## src/mmt16_defines.svh

```systemverilog
// constants of the 16-bit multimode timer: register selects, field positions, reset values
// included by the package, the timer and the down counter
`ifndef MMT16_DEFINES_SVH
`define MMT16_DEFINES_SVH
`define MMT16_SEL_CNT_LO 3'h0
`define MMT16_SEL_CNT_HI 3'h1
`define MMT16_SEL_RLD_LO 3'h2
`define MMT16_SEL_RLD_HI 3'h3
`define MMT16_SEL_CTRL 3'h4
`define MMT16_CNT_RESET 16'hFFFF
`define MMT16_RLD_RESET 16'h0000
`define MMT16_CTRL_RESET 8'h00
`define MMT16_CNT_MAX 16'hFFFF
`define MMT16_CNT_ZERO 16'h0000
`define MMT16_CNT_ONE 16'h0001
`define MMT16_BIT_MODE_C 7
`define MMT16_BIT_MODE_B 6
`define MMT16_BIT_MODE_A 5
`define MMT16_BIT_RUN 4
`define MMT16_BIT_PEND 3
`define MMT16_BIT_IRQEN 2
`define MMT16_BIT_CAPTYPE 1
`define MMT16_CTRL_RSVD_MASK 8'hFE
`endif

```

## src/mmt16_pkg.sv

```systemverilog
// types of the 16-bit multimode timer
// used by every design module of the timer
`include "mmt16_defines.svh"
package mmt16_pkg;
    typedef enum logic [1:0] {
        mmt16_mode_event,
        mmt16_mode_pwm,
        mmt16_mode_capture,
        mmt16_mode_diff
    } mmt16_mode_t;
    typedef enum logic [1:0] {
        mmt16_diff_idle,
        mmt16_diff_wait_start,
        mmt16_diff_wait_end
    } mmt16_diff_t;
endpackage

```

## src/mmt16_down_counter.sv

```systemverilog
// 16-bit down counter with load, decrement and underflow reload
// assumes load and dec come from logic on clk_sys; load wins over dec
`timescale 1ns/100ps
`include "mmt16_defines.svh"
module mmt16_down_counter
    import mmt16_pkg::*;
(
    input wire logic clk_sys,
    input wire logic srst,
    input wire logic load,
    input wire logic [15:0] load_value,
    input wire logic dec,
    input wire logic [15:0] reload_value,
    output logic [15:0] count,
    output logic underflow
);
    typedef struct packed {
        logic [15:0] count;
    } mmt16_cnt_state_t;
    mmt16_cnt_state_t state;
    mmt16_cnt_state_t next_state;

    always_comb begin
        next_state = state;
        if (load) begin
            next_state.count = load_value;
        end else if (dec) begin
            if (state.count == `MMT16_CNT_ZERO) begin
                next_state.count = reload_value;
            end else begin
                next_state.count = state.count - `MMT16_CNT_ONE;
            end
        end
    end

    always_ff @(posedge clk_sys) begin
        if (srst) begin
            state.count <= `MMT16_CNT_RESET;
        end else begin
            state <= next_state;
        end
    end

    assign count = state.count;
    assign underflow = dec & ~load & (state.count == `MMT16_CNT_ZERO);
endmodule // mmt16_down_counter

```

## src/mmt16_edge_detect.sv

```systemverilog
// two-flop synchroniser of the timer pin with rising and falling edge pulses
// assumes pin_in is asynchronous to clk_sys
`timescale 1ns/100ps
module mmt16_edge_detect
    import mmt16_pkg::*;
(
    input wire logic clk_sys,
    input wire logic srst,
    input wire logic pin_in,
    output logic rise,
    output logic fall
);
    typedef struct packed {
        logic meta;
        logic sync;
        logic last;
    } mmt16_edge_state_t;
    mmt16_edge_state_t state;
    mmt16_edge_state_t next_state;

    always_comb begin
        next_state = state;
        next_state.meta = pin_in;
        next_state.sync = state.meta;
        next_state.last = state.sync;
    end

    always_ff @(posedge clk_sys) begin
        if (srst) begin
            state <= '0;
        end else begin
            state <= next_state;
        end
    end

    // edges look only at sync and last, never at the first flop
    assign rise = state.sync & ~state.last;
    assign fall = ~state.sync & state.last;
endmodule // mmt16_edge_detect

```

## src/mmt16_timer.sv

```systemverilog
// 16-bit multimode timer: pwm, event counter, input capture, difference capture
// assumes a byte-wide core port on clk_sys (the instruction clock) and an external port pad
// Functional notes
// - 16-bit timer with four operating modes
// - count, reload/capture and control registers held
// - sixteen-bit registers accessed as byte pairs
// - reset values FFFF, 0000 and 00
// - timer pin shared with port bit
// - bit 4 runs timer or flags underflow
// - decrement count once per clock event
// - count clock is instruction clock or pin
// - underflow reloads, may interrupt or toggle pin
// - bit 2 enables interrupt; source mode dependent
// - bit 3 reads interrupt pending state
// - bit 1 picks capture type; bit 0 reserved
// - modes 000/001 count pin edges, underflow interrupt
// - modes 101/100 pwm reload, toggle on 101
// - mode 010 captures on rising pin edge
// - mode 011 captures on falling pin edge
// - mode 11x difference capture, edge pair select
// - input capture measures time between events
// - reload-mode underflow sets pending; irq needs both enables
// - pin edges sensed at half clock rate; ev_gap limits event mode only, capture modes sense edges every clock
// - capture copies count on selected edge
// - control register is readable and writable
`timescale 1ns/100ps
`include "mmt16_defines.svh"
module mmt16_timer
    import mmt16_pkg::*;
(
    input wire logic clk_sys,
    input wire logic srst,
    input wire logic [2:0] reg_sel,
    input wire logic reg_wr,
    input wire logic reg_rd,
    input wire logic [7:0] reg_wdata,
    output logic [7:0] reg_rdata,
    input wire logic global_irq_enable,
    output logic timer_interrupt,
    input wire logic port_out,
    input wire logic port_oe_n,
    input wire logic timer_pin_in,
    output logic timer_pin_out,
    output logic timer_pin_oe_n,
    output logic shared_port_bit_in
);
    typedef struct packed {
        logic [15:0] reload;
        logic [7:0] ctrl;
        logic toggle_out;
        logic [15:0] diff_start;
        mmt16_diff_t diff;
        logic ev_gap;
        logic [7:0] rdata;
    } mmt16_state_t;
    mmt16_state_t state;
    mmt16_state_t next_state;

    logic pin_rise;
    logic pin_fall;
    logic [15:0] count;
    logic underflow;
    logic cnt_load;
    logic [15:0] cnt_load_value;
    logic cnt_dec;
    logic [15:0] cnt_reload;
    mmt16_mode_t mode;
    logic mode_c;
    logic mode_b;
    logic mode_a;
    logic cap_type;
    logic run;
    logic event_edge;
    logic cap_edge;
    logic start_edge;
    logic end_edge;
    logic irq_source;
    logic [7:0] rd_byte;

    mmt16_edge_detect i_mmt16_edge_detect (
        .clk_sys(clk_sys),
        .srst(srst),
        .pin_in(timer_pin_in),
        .rise(pin_rise),
        .fall(pin_fall)
    );

    // the count lives in its own module so a byte write and a decrement meet in one place
    mmt16_down_counter i_mmt16_down_counter (
        .clk_sys(clk_sys),
        .srst(srst),
        .load(cnt_load),
        .load_value(cnt_load_value),
        .dec(cnt_dec),
        .reload_value(cnt_reload),
        .count(count),
        .underflow(underflow)
    );

    assign mode_c = state.ctrl[`MMT16_BIT_MODE_C];
    assign mode_b = state.ctrl[`MMT16_BIT_MODE_B];
    assign mode_a = state.ctrl[`MMT16_BIT_MODE_A];
    assign cap_type = state.ctrl[`MMT16_BIT_CAPTYPE];
    assign run = state.ctrl[`MMT16_BIT_RUN];

    // mode decode from bits 7 and 6
    always_comb begin
        if (mode_b && mode_c) begin
            mode = mmt16_mode_diff;
        end else if (mode_b) begin
            mode = mmt16_mode_capture;
        end else if (mode_c) begin
            mode = mmt16_mode_pwm;
        end else begin
            mode = mmt16_mode_event;
        end
    end

    // event counter takes the chosen pin edge; ev_gap forbids two counts on
    // consecutive clocks so the sense rate stays at half the clock
    assign event_edge = (mode_a ? pin_fall : pin_rise) & ~state.ev_gap;
    assign cap_edge = mode_a ? pin_fall : pin_rise;

    // pair select: bit5/bit1 = 00 pos-neg, 01 pos-pos, 10 neg-pos, 11 neg-neg
    assign start_edge = mode_a ? pin_fall : pin_rise;
    assign end_edge = (mode_a ^ cap_type) ? pin_rise : pin_fall;

    // capture modes count from configuration on, not gated by the run bit
    always_comb begin
        cnt_dec = 1'b0;
        case (mode)
            mmt16_mode_event: begin
                cnt_dec = run & event_edge;
            end
            mmt16_mode_pwm: begin
                cnt_dec = run;
            end
            default: begin
                cnt_dec = 1'b1;
            end
        endcase
    end

    // capture modes wrap to all ones, reload modes use the reload register
    assign cnt_reload = (mode == mmt16_mode_event || mode == mmt16_mode_pwm)
        ? state.reload : `MMT16_CNT_MAX;

    // a count byte write overrides the decrement of that clock
    always_comb begin
        cnt_load = 1'b0;
        cnt_load_value = count;
        if (reg_wr && reg_sel == `MMT16_SEL_CNT_LO) begin
            cnt_load = 1'b1;
            cnt_load_value = {count[15:8], reg_wdata};
        end else if (reg_wr && reg_sel == `MMT16_SEL_CNT_HI) begin
            cnt_load = 1'b1;
            cnt_load_value = {reg_wdata, count[7:0]};
        end
    end

    // read mux; unmapped selects read as zero
    always_comb begin
        if (reg_sel == `MMT16_SEL_CNT_LO) begin
            rd_byte = count[7:0];
        end else if (reg_sel == `MMT16_SEL_CNT_HI) begin
            rd_byte = count[15:8];
        end else if (reg_sel == `MMT16_SEL_RLD_LO) begin
            rd_byte = state.reload[7:0];
        end else if (reg_sel == `MMT16_SEL_RLD_HI) begin
            rd_byte = state.reload[15:8];
        end else if (reg_sel == `MMT16_SEL_CTRL) begin
            rd_byte = state.ctrl & `MMT16_CTRL_RSVD_MASK;
        end else begin
            rd_byte = 8'h00;
        end
    end

    always_comb begin
        next_state = state;
        next_state.ev_gap = (mode == mmt16_mode_event) & run & event_edge;
        // byte reads come out of a register one clock after the strobe
        if (reg_rd) begin
            next_state.rdata = rd_byte;
        end

        // register writes; reserved bit 0 stays zero
        if (reg_wr) begin
            if (reg_sel == `MMT16_SEL_RLD_LO) begin
                next_state.reload[7:0] = reg_wdata;
            end else if (reg_sel == `MMT16_SEL_RLD_HI) begin
                next_state.reload[15:8] = reg_wdata;
            end else if (reg_sel == `MMT16_SEL_CTRL) begin
                next_state.ctrl = reg_wdata & `MMT16_CTRL_RSVD_MASK;
                if (reg_wdata[`MMT16_BIT_MODE_C:`MMT16_BIT_MODE_A] !=
                    state.ctrl[`MMT16_BIT_MODE_C:`MMT16_BIT_MODE_A]) begin
                    next_state.diff = mmt16_diff_idle;
                end
            end
        end

        // the pwm output level follows the port latch when the timer is idle
        if (!run || mode != mmt16_mode_pwm) begin
            next_state.toggle_out = port_out;
        end

        // hardware sets win over a clearing write in the same clock
        case (mode)
            mmt16_mode_event: begin
                if (underflow) begin
                    next_state.ctrl[`MMT16_BIT_PEND] = 1'b1;
                end
            end
            mmt16_mode_pwm: begin
                if (underflow) begin
                    next_state.ctrl[`MMT16_BIT_PEND] = 1'b1;
                    if (mode_a) begin
                        next_state.toggle_out = ~state.toggle_out;
                    end
                end
            end
            mmt16_mode_capture: begin
                if (underflow) begin
                    next_state.ctrl[`MMT16_BIT_RUN] = 1'b1;
                end
                if (cap_edge) begin
                    next_state.reload = count;
                    next_state.ctrl[`MMT16_BIT_PEND] = 1'b1;
                end
            end
            default: begin
                if (underflow) begin
                    next_state.ctrl[`MMT16_BIT_RUN] = 1'b1;
                end
                case (state.diff)
                    mmt16_diff_idle: begin
                        next_state.diff = mmt16_diff_wait_start;
                    end
                    mmt16_diff_wait_start: begin
                        if (start_edge) begin
                            next_state.diff_start = count;
                            next_state.diff = mmt16_diff_wait_end;
                        end
                    end
                    default: begin
                        if (end_edge) begin
                            // down counter: elapsed = start - end
                            next_state.reload = state.diff_start - count;
                            next_state.ctrl[`MMT16_BIT_PEND] = 1'b1;
                            next_state.diff = mmt16_diff_wait_start;
                        end
                    end
                endcase
            end
        endcase
    end

    // reset puts every register in the state the core expects at start-up
    always_ff @(posedge clk_sys) begin
        if (srst) begin
            state.reload <= `MMT16_RLD_RESET;
            state.ctrl <= `MMT16_CTRL_RESET;
            state.toggle_out <= 1'b0;
            state.diff_start <= `MMT16_CNT_ZERO;
            state.diff <= mmt16_diff_idle;
            state.ev_gap <= 1'b0;
            state.rdata <= 8'h00;
        end else begin
            state <= next_state;
        end
    end

    assign reg_rdata = state.rdata;
    // in capture modes bit 4 is an underflow flag and also requests service
    always_comb begin
        irq_source = 1'b0;
        case (mode)
            mmt16_mode_capture: begin
                irq_source = state.ctrl[`MMT16_BIT_PEND] | state.ctrl[`MMT16_BIT_RUN];
            end
            mmt16_mode_diff: begin
                irq_source = state.ctrl[`MMT16_BIT_PEND] | state.ctrl[`MMT16_BIT_RUN];
            end
            default: begin
                // reload modes: the pending flag alone, set at every underflow
                irq_source = state.ctrl[`MMT16_BIT_PEND];
            end
        endcase
    end
    // the core sees the request only with both enables set
    assign timer_interrupt = global_irq_enable & state.ctrl[`MMT16_BIT_IRQEN] & irq_source;
    // only pwm mode takes the pin as an output; other modes leave it to the port
    always_comb begin
        if (mode == mmt16_mode_pwm) begin
            timer_pin_out = state.toggle_out;
        end else begin
            timer_pin_out = port_out;
        end
    end
    assign timer_pin_oe_n = port_oe_n;
    assign shared_port_bit_in = timer_pin_in;
endmodule // mmt16_timer
```

## config.mk

```make
export PLATFORM = sky130hd
export DESIGN_NAME = mmt16_timer
export DESIGN_NICKNAME = d
export VERILOG_FILES = /design/src/mmt16_pkg.sv /design/src/mmt16_down_counter.sv /design/src/mmt16_edge_detect.sv /design/src/mmt16_timer.sv
export VERILOG_INCLUDE_DIRS = /design/src /design/src/src
export SDC_FILE = /design/constraint.sdc
export NUM_CORES = 1
export LEC_CHECK = 0
export BUFFER_PORTS_ARGS = -buffer_cell sky130_fd_sc_hd__buf_2
export CORE_ASPECT_RATIO = 0.75
export CORE_MARGIN = 3
export CORE_UTILIZATION = 43
export CTS_BUF_LIST = sky130_fd_sc_hd__clkbuf_16
export DETAILED_ROUTE_END_ITERATION = 6
export SETUP_SLACK_MARGIN = 0.05
export SYNTH_ARGS = -nofsm -noshare
export SYNTH_HDL_FRONTEND = slang
export SYNTH_SLANG_ARGS = --single-unit
```

## constraint.sdc

```tcl
create_clock -name clk_sys -period 5.45 [get_ports clk_sys]
set_input_delay 1.09 -clock clk_sys [delete_from_list [all_inputs] [get_ports clk_sys]]
set_output_delay 1.09 -clock clk_sys [all_outputs]
set_load 0.1 [all_outputs]
```

# Word level (Yosys, flattened, before mapping)
# Cells that the tools add are included.
[totals]
wordCells = 119
input_bits = 19
register_bits = 70
out_inout_bits = 12
[op_classes]
n_eq_ne = 13
bitwise_logic = 20
n_addsub = 2
mux = 52
n_reduce_logical = 19
[op_table]
columns = ["operator", "count"]
rows = [
  ["$mux 16", 9],
  ["$mux 8", 11],
  ["$pmux 16 s2", 1],
  ["$mux 24", 1],
  ["$mux 2", 10],
  ["$mux 1", 17],
  ["$logic_not 16->1", 1],
  ["$sub 16x1->16 const B", 1],
  ["$sub 16x16->16", 1],
  ["$and 1x1->1", 10],
  ["$not 1->1", 8],
  ["$eq 3x2->1 const B", 2],
  ["$ne 2x2->1 const B", 3],
  ["$reduce_and 3->1", 2],
  ["$reduce_or 2->1", 3],
  ["$eq 2x1->1 const B", 2],
  ["$eq 2x2->1 const B", 2],
  ["$logic_not 2->1", 2],
  ["$pmux 1 s2", 2],
  ["$pmux 2 s2", 1],
  ["$reduce_and 4->1", 1],
  ["$eq 3x1->1 const B", 1],
  ["$eq 3x3->1 const B", 1],
  ["$logic_and 1x1->1", 3],
  ["10 further kinds", 11],
]

# Logic depth before layout (Yosys ltp)
# Gate-level depths: netlist (run 1).
[depth]
word_depth = 10
ltp_mapped = 10
ltp_nobuf = 10

# By module
# A second synthesis (run 1) with hierarchy kept.
[unflattened]
hier_cells = 612
hier_area_um2 = 5009.8
[by_module_without_submodules]
columns = ["mod", "area_each_um2", "seq_area_each_um2", "cells_each", "n_inst"]
rows = [
  ["mmt16_timer", 3696.0, 1021.0, 453, 1],
  ["mmt16_down_counter", 1222.4, 320.3, 151, 1],
  ["mmt16_edge_detect", 91.3, 60.1, 8, 1],
]

# Least setup slack after synthesis (run 1)
# No wires, ideal clock.
[synth_path]
path_kind = "register to output"
start = "reg state, in the netlist mode_b"
end = "out timer_interrupt"
required_time_ns = 4.360
setup_slack_ns = 1.890
path_buffers = 3
stages_incl_launch_ff = 6
t_arrival_ns = 2.470
path_cell_list = "dfxtp_1 clkbuf_1 clkbuf_1 buf_1 a21oi_1 nor2_1"
[synth_via]
elab_chain_len = 6
elab_cells_between_ends = 8
cone_classes = "eq/ne (2); mux (3); bitwise (1); reduce/logical (2)"
[synth_rtl]
columns = ["element", "line", "text"]
rows = [
  ["start: declaration", "mmt16_timer.sv:56", "mmt16_state_t state;"],
  ["start signal: assignment", "mmt16_timer.sv:268", "state <= next_state;"],
  ["$mux 2 / $logic_and 1x1->1 (equally long branches)", "mmt16_timer.sv:110, mmt16_timer.sv:108", ""],
  ["$mux 2 (*)", "mmt16_timer.sv:108", "if (mode_b && mode_c) begin"],
  ["$eq 2x2->1", "mmt16_timer.sv:276", "case (mode)"],
  ["$reduce_or 2->1 (no line) (*)", "-", ""],
  ["$mux 1 (*)", "-", ""],
  ["$and 1x1->1 (*)", "mmt16_timer.sv:290", "assign timer_interrupt = global_irq_enable & state.ctrl[`MMT16_BIT_IRQEN] & irq_source;"],
  ["end: declaration", "mmt16_timer.sv:39", "output logic timer_interrupt,"],
]
# Mark *: on every way between the ends. The rest lies on a longest branch, timed or not.

# Final worst setup path (run 1)
[layout_path]
start = "reg state, in the netlist mode_b"
end = "out timer_pin_out"
[layout_via]
elab_chain_len = 4
elab_cells_between_ends = 5
cone_classes = "eq/ne (1); mux (3); reduce/logical (1)"
[layout_rtl]
columns = ["element", "line", "text"]
rows = [
  ["$mux 2 / $logic_and 1x1->1 (equally long branches)", "mmt16_timer.sv:110, mmt16_timer.sv:108", ""],
  ["$mux 2 (*)", "mmt16_timer.sv:108", ""],
  ["$eq 2x1->1 (*)", "mmt16_timer.sv:293", "if (mode == mmt16_mode_pwm) begin"],
  ["$mux 1 (*)", "mmt16_timer.sv:293", ""],
  ["end: declaration", "mmt16_timer.sv:43", "output logic timer_pin_out,"],
]
# Marks and branches as above.

==> impl_metrics.csv, run 1 <==
group,metric,value,unit
clock_network,cts_tree,"done",
critical_path,rr_worst_depth,7,
timing,worst_hold_slack,0.440,ns
min_path,hold_start,"i_mmt16_edge_detect.next_state[1]",
clock_network,h-tree-depth,3,
critical_path,path_cells,"nor2b_1, mux2_2, buf_2",
layout,syn2layout_area_growth,8.04,%
global_route,grt_pass1_vias,3986,
clock_network,ctsHoldBuffers,0,
floorplan,die_area,12300,um^2
timing,clock.fmax,301,MHz
floorplan,rows,32,
synthesis,ys_top_cells_by_count,"dfxtp_1 (70), nor2_1 (56), nand2_1 (44)",
critical_path,startpoint_type,"flip-flop",
timing,slew-limit-headroom,31.1,%
min_path,holdPathStages,1,
drt,vias_per_cell,6.18,
critical_path,r2r_start,"i_mmt16_down_counter.count[4]",
clock_network,worstSkewPairLatency,0.34,ns
clock_network,cts_buffer_depth,2,
global_route,grt_use_total,22.5,%
critical_path,cp_top_family,"flip-flops",
critical_path,cp_slowest_cell,"dfxtp_1",
timing,worst_slack,2.13,ns
synthesis,yosys.area.top_type_share,29.7,%
floorplan,die_y,96.7,um
global_route,grt_max_degree,72,
placed_design,dp.cells,691,
flow_run,cap_violations,0,
timing,finalSetupTns,0,ns
drt,wire_per_inst,19.7,um
drt,drc,0,
critical_path,rrSetupSlack,2.44,ns
critical_path,path_max_fanout,27,
synthesis,synth_area,4720,um^2
synthesis,yosys_warnings,0,
layout,fin_cells,707,
synthesis,ys.flop_type,"dfxtp_1",
layout,final_layout_size_suffix_gt1_share,11.9,%
drt,drt-total-wl,13.9,mm
synthesis,yosys.area.top_type,"dfxtp_1",
power_and_ir_drop,leakagePower,2.05,nW
synthesis,yosys.cell_count.top_type,"dfxtp_1",
synthesis,avgSynthCellArea,8.13,um^2
placed_design,post-place-ws,2.29,ns
placed_design,io_buffers,28,
synthesis,synth-seq-cells,70,
synthesis,synth.distinct_cells,67,
clock_network,cts_buffers,9,
drt,ant_nets,0,
timing,min_period,3.32,ns
clock_network,cts-root-buf,"clkbuf_16",
clock_network,clock_sinks,70,
timing,setup_viol,0,
power_and_ir_drop,power,1.30,mW
power_and_ir_drop,ir_drop,0.168,mV
drt,vias,4366,
synthesis,synth_edf_count,0,
critical_path,critPathBufInv,1,
power_and_ir_drop,powerDensity,255,nW/um^2
synthesis,synth_cells,580,
min_path,hold_end,"i_mmt16_edge_detect.next_state[0]",
global_route,grt_pass1_wl,21.8,mm
synthesis,synth_nets,617,
critical_path,cp.arrival,2.23,ns
critical_path,path_class,"flip-flop to primary output",
layout,antenna_cells,0,
clock_network,post_cts_resized,0,
timing,final_hold_viol_count,0,
critical_path,worstSetupEndpointType,"primary output",
timing,finalClockSkew,0.00337,ns
critical_path,worstPathRequired,4.36,ns
floorplan,core_area,10500,um^2
floorplan,pin_count,31,
critical_path,critical-path-max-stage-delay,1.00,ns
layout,nets,603,
drt,drt_iter0_drc,495,
synthesis,ys_seq_area_share,29.7,%
global_route,grt_overflow,0,
global_route,antenna_found_initial,0,
status,status,"complete, no violations",
timing,final.period_utilization,60.9,%
clock_network,post-cts-setup-buffer-count,0,
timing,maxSlewViolCount,0,
synthesis,netlist_top_cells_area,"dfxtp_1 (30%), mux2i_1 (4.7%), ha_1 (4.5%)",
placed_design,dpl.hpwl,9.95,mm
critical_path,startpoint,"mode_b",
min_path,hp-class,"flip-flop to flip-flop",
placed_design,place_congestion,0.912,
timing,rsz0062_at_grt,"false",
clock_network,clk_pin_slew,0.06,ns
synthesis,async_reset_ff_share,0,%
floorplan,start_util,45.0,%
drt,drt_first_pass_iters,5,
floorplan,die_x,127,um
timing,worst_pin_slew,1.03,ns
critical_path,reg2reg_to,"i_mmt16_down_counter.count[9]",
registers in the layout, indices dropped and copies added (netlist names):
| name | flops |
|---|---|
| mode_c | 1 |
| mode_a | 1 |
| reg_rdata | 8 |
| mode_b | 1 |
| i_mmt16_edge_detect.state | 1 |
| state | 38 |
| cap_type | 1 |
| run | 1 |
| i_mmt16_down_counter.count | 16 |
| i_mmt16_edge_detect.next_state | 2 |
power by group:
group / total (mW) / internal, mW / switching, mW / leakage, nW
sequential: 0.559 / 0.528 / 0.0305 / 0.569
clock: 0.580 / 0.350 / 0.230 / 0.133
combinational: 0.163 / 0.0555 / 0.107 / 1.35
total: 1.30 / 0.934 / 0.368 / 2.05
worst register-to-register path, delay by kind of cell (launching register included):
| kind | cells | cell delay (ns) |
|---|---|---|
| simple gates | 4 | 2.09 |
| flops | 1 | 0.41 |
| compound gates | 3 | 0.38 |
cell families after synthesis:
logic type,Yosys count,synth area share (%)
xor gates and xnor gates,19,3.53
buffers and inverters,78,7.24
DFF,70,29.7
adders and majority gates,18,4.93
AOI/OAI and AO/OA,158,22.6
and+or+nand+nor,192,20.4
muxes,45,11.6
metal layers:
metal	wire, um	track usage (%)
met5	0	0
met4	265	6.35
met3	1220	5.74
met2	5710	31.6
met1	6730	33.9
area by class of cell:
class                   count  area (um^2)
clock inverters             7         65.1
inverters                  22         82.6
multi-input cells         432         2990
fillers                  1061         5400
clock buffers               9          225
repair buffers             31          163
flip-flops and latches     70         1400
well taps                 136          170
per-stage QoR:
step                      utilization, %  area, um^2
after detailed placement            45.8        4800
final                               48.6        5090
after CTS                           48.6        5090
after global routing                48.6        5090
after global placement              45.8        4800
after floorplan                        -        4720
how the worst max path moves through the flow:
stage	to	slack [ns]	cells past startpoint
5_1_grt	timer_pin_out	2.03	3
6_report	timer_pin_out	2.13	3
4_1_cts	timer_pin_out	2.15	3
3_5_place_dp	state[51]	2.29	8
3_3_place_gp	state[51]	2.41	8
2_1_floorplan	timer_interrupt	1.89	5
cell usage in the layout (no fill, tap or decap), types with 10 or more instances in the layout:
cell type	count
a21oi_1	42
ha_1	17
xnor2_1	10
a221oi_1	19
mux2i_1	22
buf_2	28
nand2b_1	10
nor2b_1	10
nor2_1	56
inv_1	20
nand2_1	44
nand3_1	18
o21ai_1	19
dfxtp_1	70
nor3_1	16
No activity file was read; power rests on OpenSTA's default activity.
==> inputs of run 2 (changes only) <==
- clock period: 5.45 -> 2.9 ns (I/O delays scaled with it)
==> impl_metrics.csv, run 2 (same netlist as run 1, synthesis figures left out) <==
group,metric,value,unit
clock_network,cts_tree,"done",
clock_network,worstSkewPairLatency,0.34,ns
critical_path,worstSetupEndpointType,"flip-flop",
placed_design,dpl.hpwl,11.1,mm
timing,min_period,2.62,ns
clock_network,cts-root-buf,"clkbuf_16",
timing,finalSetupTns,0,ns
drt,vias_per_cell,6.30,
power_and_ir_drop,switchingPower,0.673,mW
drt,drt_first_pass_iters,6,
critical_path,path_class,"flip-flop to flip-flop",
layout,seq_area,1400,um^2
status,status,"complete, no violations",
clock_network,post_cts_resized,0,
critical_path,cp_slowest_cell,"dfxtp_1",
drt,drc,0,
critical_path,path_cells,"inv_1, ha_1, nor2b_1, o2111ai_1, a21oi_1, or2_1, a221oi_1, xor2_1, a21oi_1",
drt,vias,4573,
clock_network,clock_sinks,70,
floorplan,die_y,96.7,um
global_route,grt_pass1_vias,4152,
timing,maxSlewViolCount,0,
power_and_ir_drop,powerDensity,449,nW/um^2
layout,fin_area,5210,um^2
layout,final_cell_mix,"dfxtp_1 (70), nor2_1 (55), nand2_1 (44)",
timing,rsz0062_at_grt,"false",
floorplan,rows,32,
layout,final_layout_size_suffix_gt1_share,14.4,%
floorplan,die_area,12300,um^2
critical_path,critical-path-max-stage-delay,0.55,ns
power_and_ir_drop,power.internal,1.67,mW
layout,fin_cells,726,
timing,slew-limit-headroom,33.1,%
placed_design,io_buffers,28,
critical_path,worstPathRequired,3.11,ns
placed_design,dpl_cell_area,4960,um^2
timing,setup_viol,0,
flow_run,cap_violations,0,
min_path,hp-class,"flip-flop to flip-flop",
power_and_ir_drop,leakagePower,2.15,nW
timing,finalClockSkew,0.00452,ns
timing,final.period_utilization,90.2,%
layout,multi_input_area,2990,um^2
drt,wire_per_inst,21.0,um
layout,final_common_cell,"dfxtp_1",
layout,top_register,"state",
global_route,antenna_found_initial,0,
clock_network,ctsHoldBuffers,0,
clock_network,h-tree-depth,3,
power_and_ir_drop,pwr-share-seq,44.3,%
clock_network,cts_buffers,9,
layout,fillers,1065,
floorplan,pin_count,31,
layout,largest_reg_flops,38,
clock_network,clk_pin_slew,0.05,ns
power_and_ir_drop,ir_drop,0.303,mV
clock_network,post-cts-setup-buffer-count,0,
drt,ant_nets,0,
placed_design,dp.cells,711,
timing,final_hold_viol_count,0,
power_and_ir_drop,clkPwrFrac,41.0,%
global_route,grt_overflow,0,
global_route,grt_use_total,24.5,%
critical_path,path_max_fanout,9,
timing,clock.fmax,382,MHz
critical_path,crit_path_frequent_cell,"a21oi_1",
floorplan,die_x,127,um
critical_path,cp.arrival,2.83,ns
clock_network,cts_buffer_depth,2,
layout,nets,623,
floorplan,core_area,10500,um^2
layout,syn2layout_area_growth,10.4,%
layout,antenna_cells,0,
floorplan,start_util,45.0,%
global_route,grt_pass1_wl,23.6,mm
power_and_ir_drop,pwr-share-comb,14.7,%
critical_path,startpoint_type,"flip-flop",
global_route,grt_max_degree,48,
drt,drt-total-wl,15.2,mm
timing,worst_pin_slew,1.00,ns
drt,drt_iter0_drc,468,
power_and_ir_drop,p_sw_share,28.8,%
placed_design,place_congestion,0.974,
-- run 2: cell count changes in the layout (fill, tap and decap cells not counted), sizes merged --
cell	previous run	this run
buf	31	51
bufinv	1	0
clkinvlp	3	0
inv	22	25
-- run 2: per-stage QoR --
step | power [mW] | hold WS (ns) | setup WS (ns) | utilization [%]
floorplan | 1.30 | 0.414 | 0.297 | -
global placement | 1.39 | 0.422 | 0.378 | 47.3
detailed placement | 1.39 | 0.429 | 0.312 | 47.3
CTS | 2.35 | 0.442 | 0.303 | 49.6
global route | 2.43 | 0.446 | 0.161 | 49.6
finish | 2.34 | 0.441 | 0.283 | 49.6
-- run 2: routing by layer --
metal | global-route usage (%) | up-vias | part of all wire [%]
li1 | - | 2130 | -
met1 | 36.8 | 2187 | 46
met2 | 32.4 | 213 | 41
met3 | 7.34 | 43 | 10
met4 | 9.40 | 0 | 2.9
met5 | 0 | - | 0
-- run 2: power groups by stage --
| stage | combinational [mW] | clock, mW | sequential [mW] |
|---|---|---|---|
| 2_1_floorplan | 0.273 | 0 | 1.03 |
| 3_3_place_gp | 0.339 | 0 | 1.05 |
| 3_5_place_dp | 0.339 | 0 | 1.05 |
| 4_1_cts | 0.341 | 0.979 | 1.03 |
| 5_1_grt | 0.369 | 1.02 | 1.04 |
| 6_report | 0.344 | 0.959 | 1.03 |
-- run 2: worst paths after layout --
path | startpoint | endpoint | slack, ns | cells after the start
hold / removal | i_mmt16_edge_detect.next_state[1] | i_mmt16_edge_detect.next_state[0] | 0.44 | 1
hold reg to reg | i_mmt16_edge_detect.next_state[1] | i_mmt16_edge_detect.next_state[0] | 0.44 | 1
setup / recovery | i_mmt16_down_counter.count[1] | state[49] | 0.28 | 9
setup reg to reg | i_mmt16_down_counter.count[1] | state[49] | 0.28 | 9
-- run 2: area by class of cell --
| cell class | instances | area share, % |
|---|---|---|
| Inverter | 22 | 1.59 |
| Multi-Input combinational cell | 432 | 57.4 |
| Clock buffer | 9 | 4.33 |
| Tap cell | 136 | 3.27 |
| Sequential cell | 70 | 26.9 |
| Clock inverter | 6 | 0.457 |
| Timing Repair Buffer | 51 | 6.01 |
-- run 2: worst max-delay path, delay by kind of cell, from the launching register on --
kind                       cells  cell delay, ns
adders and majority gates      1            0.29
and+or+nand+nor                2            0.45
buffers and inverters          1            0.17
DFF                            1            0.55
xor gates and xnor gates       1            0.18
AOI/OAI and AO/OA              4            0.85
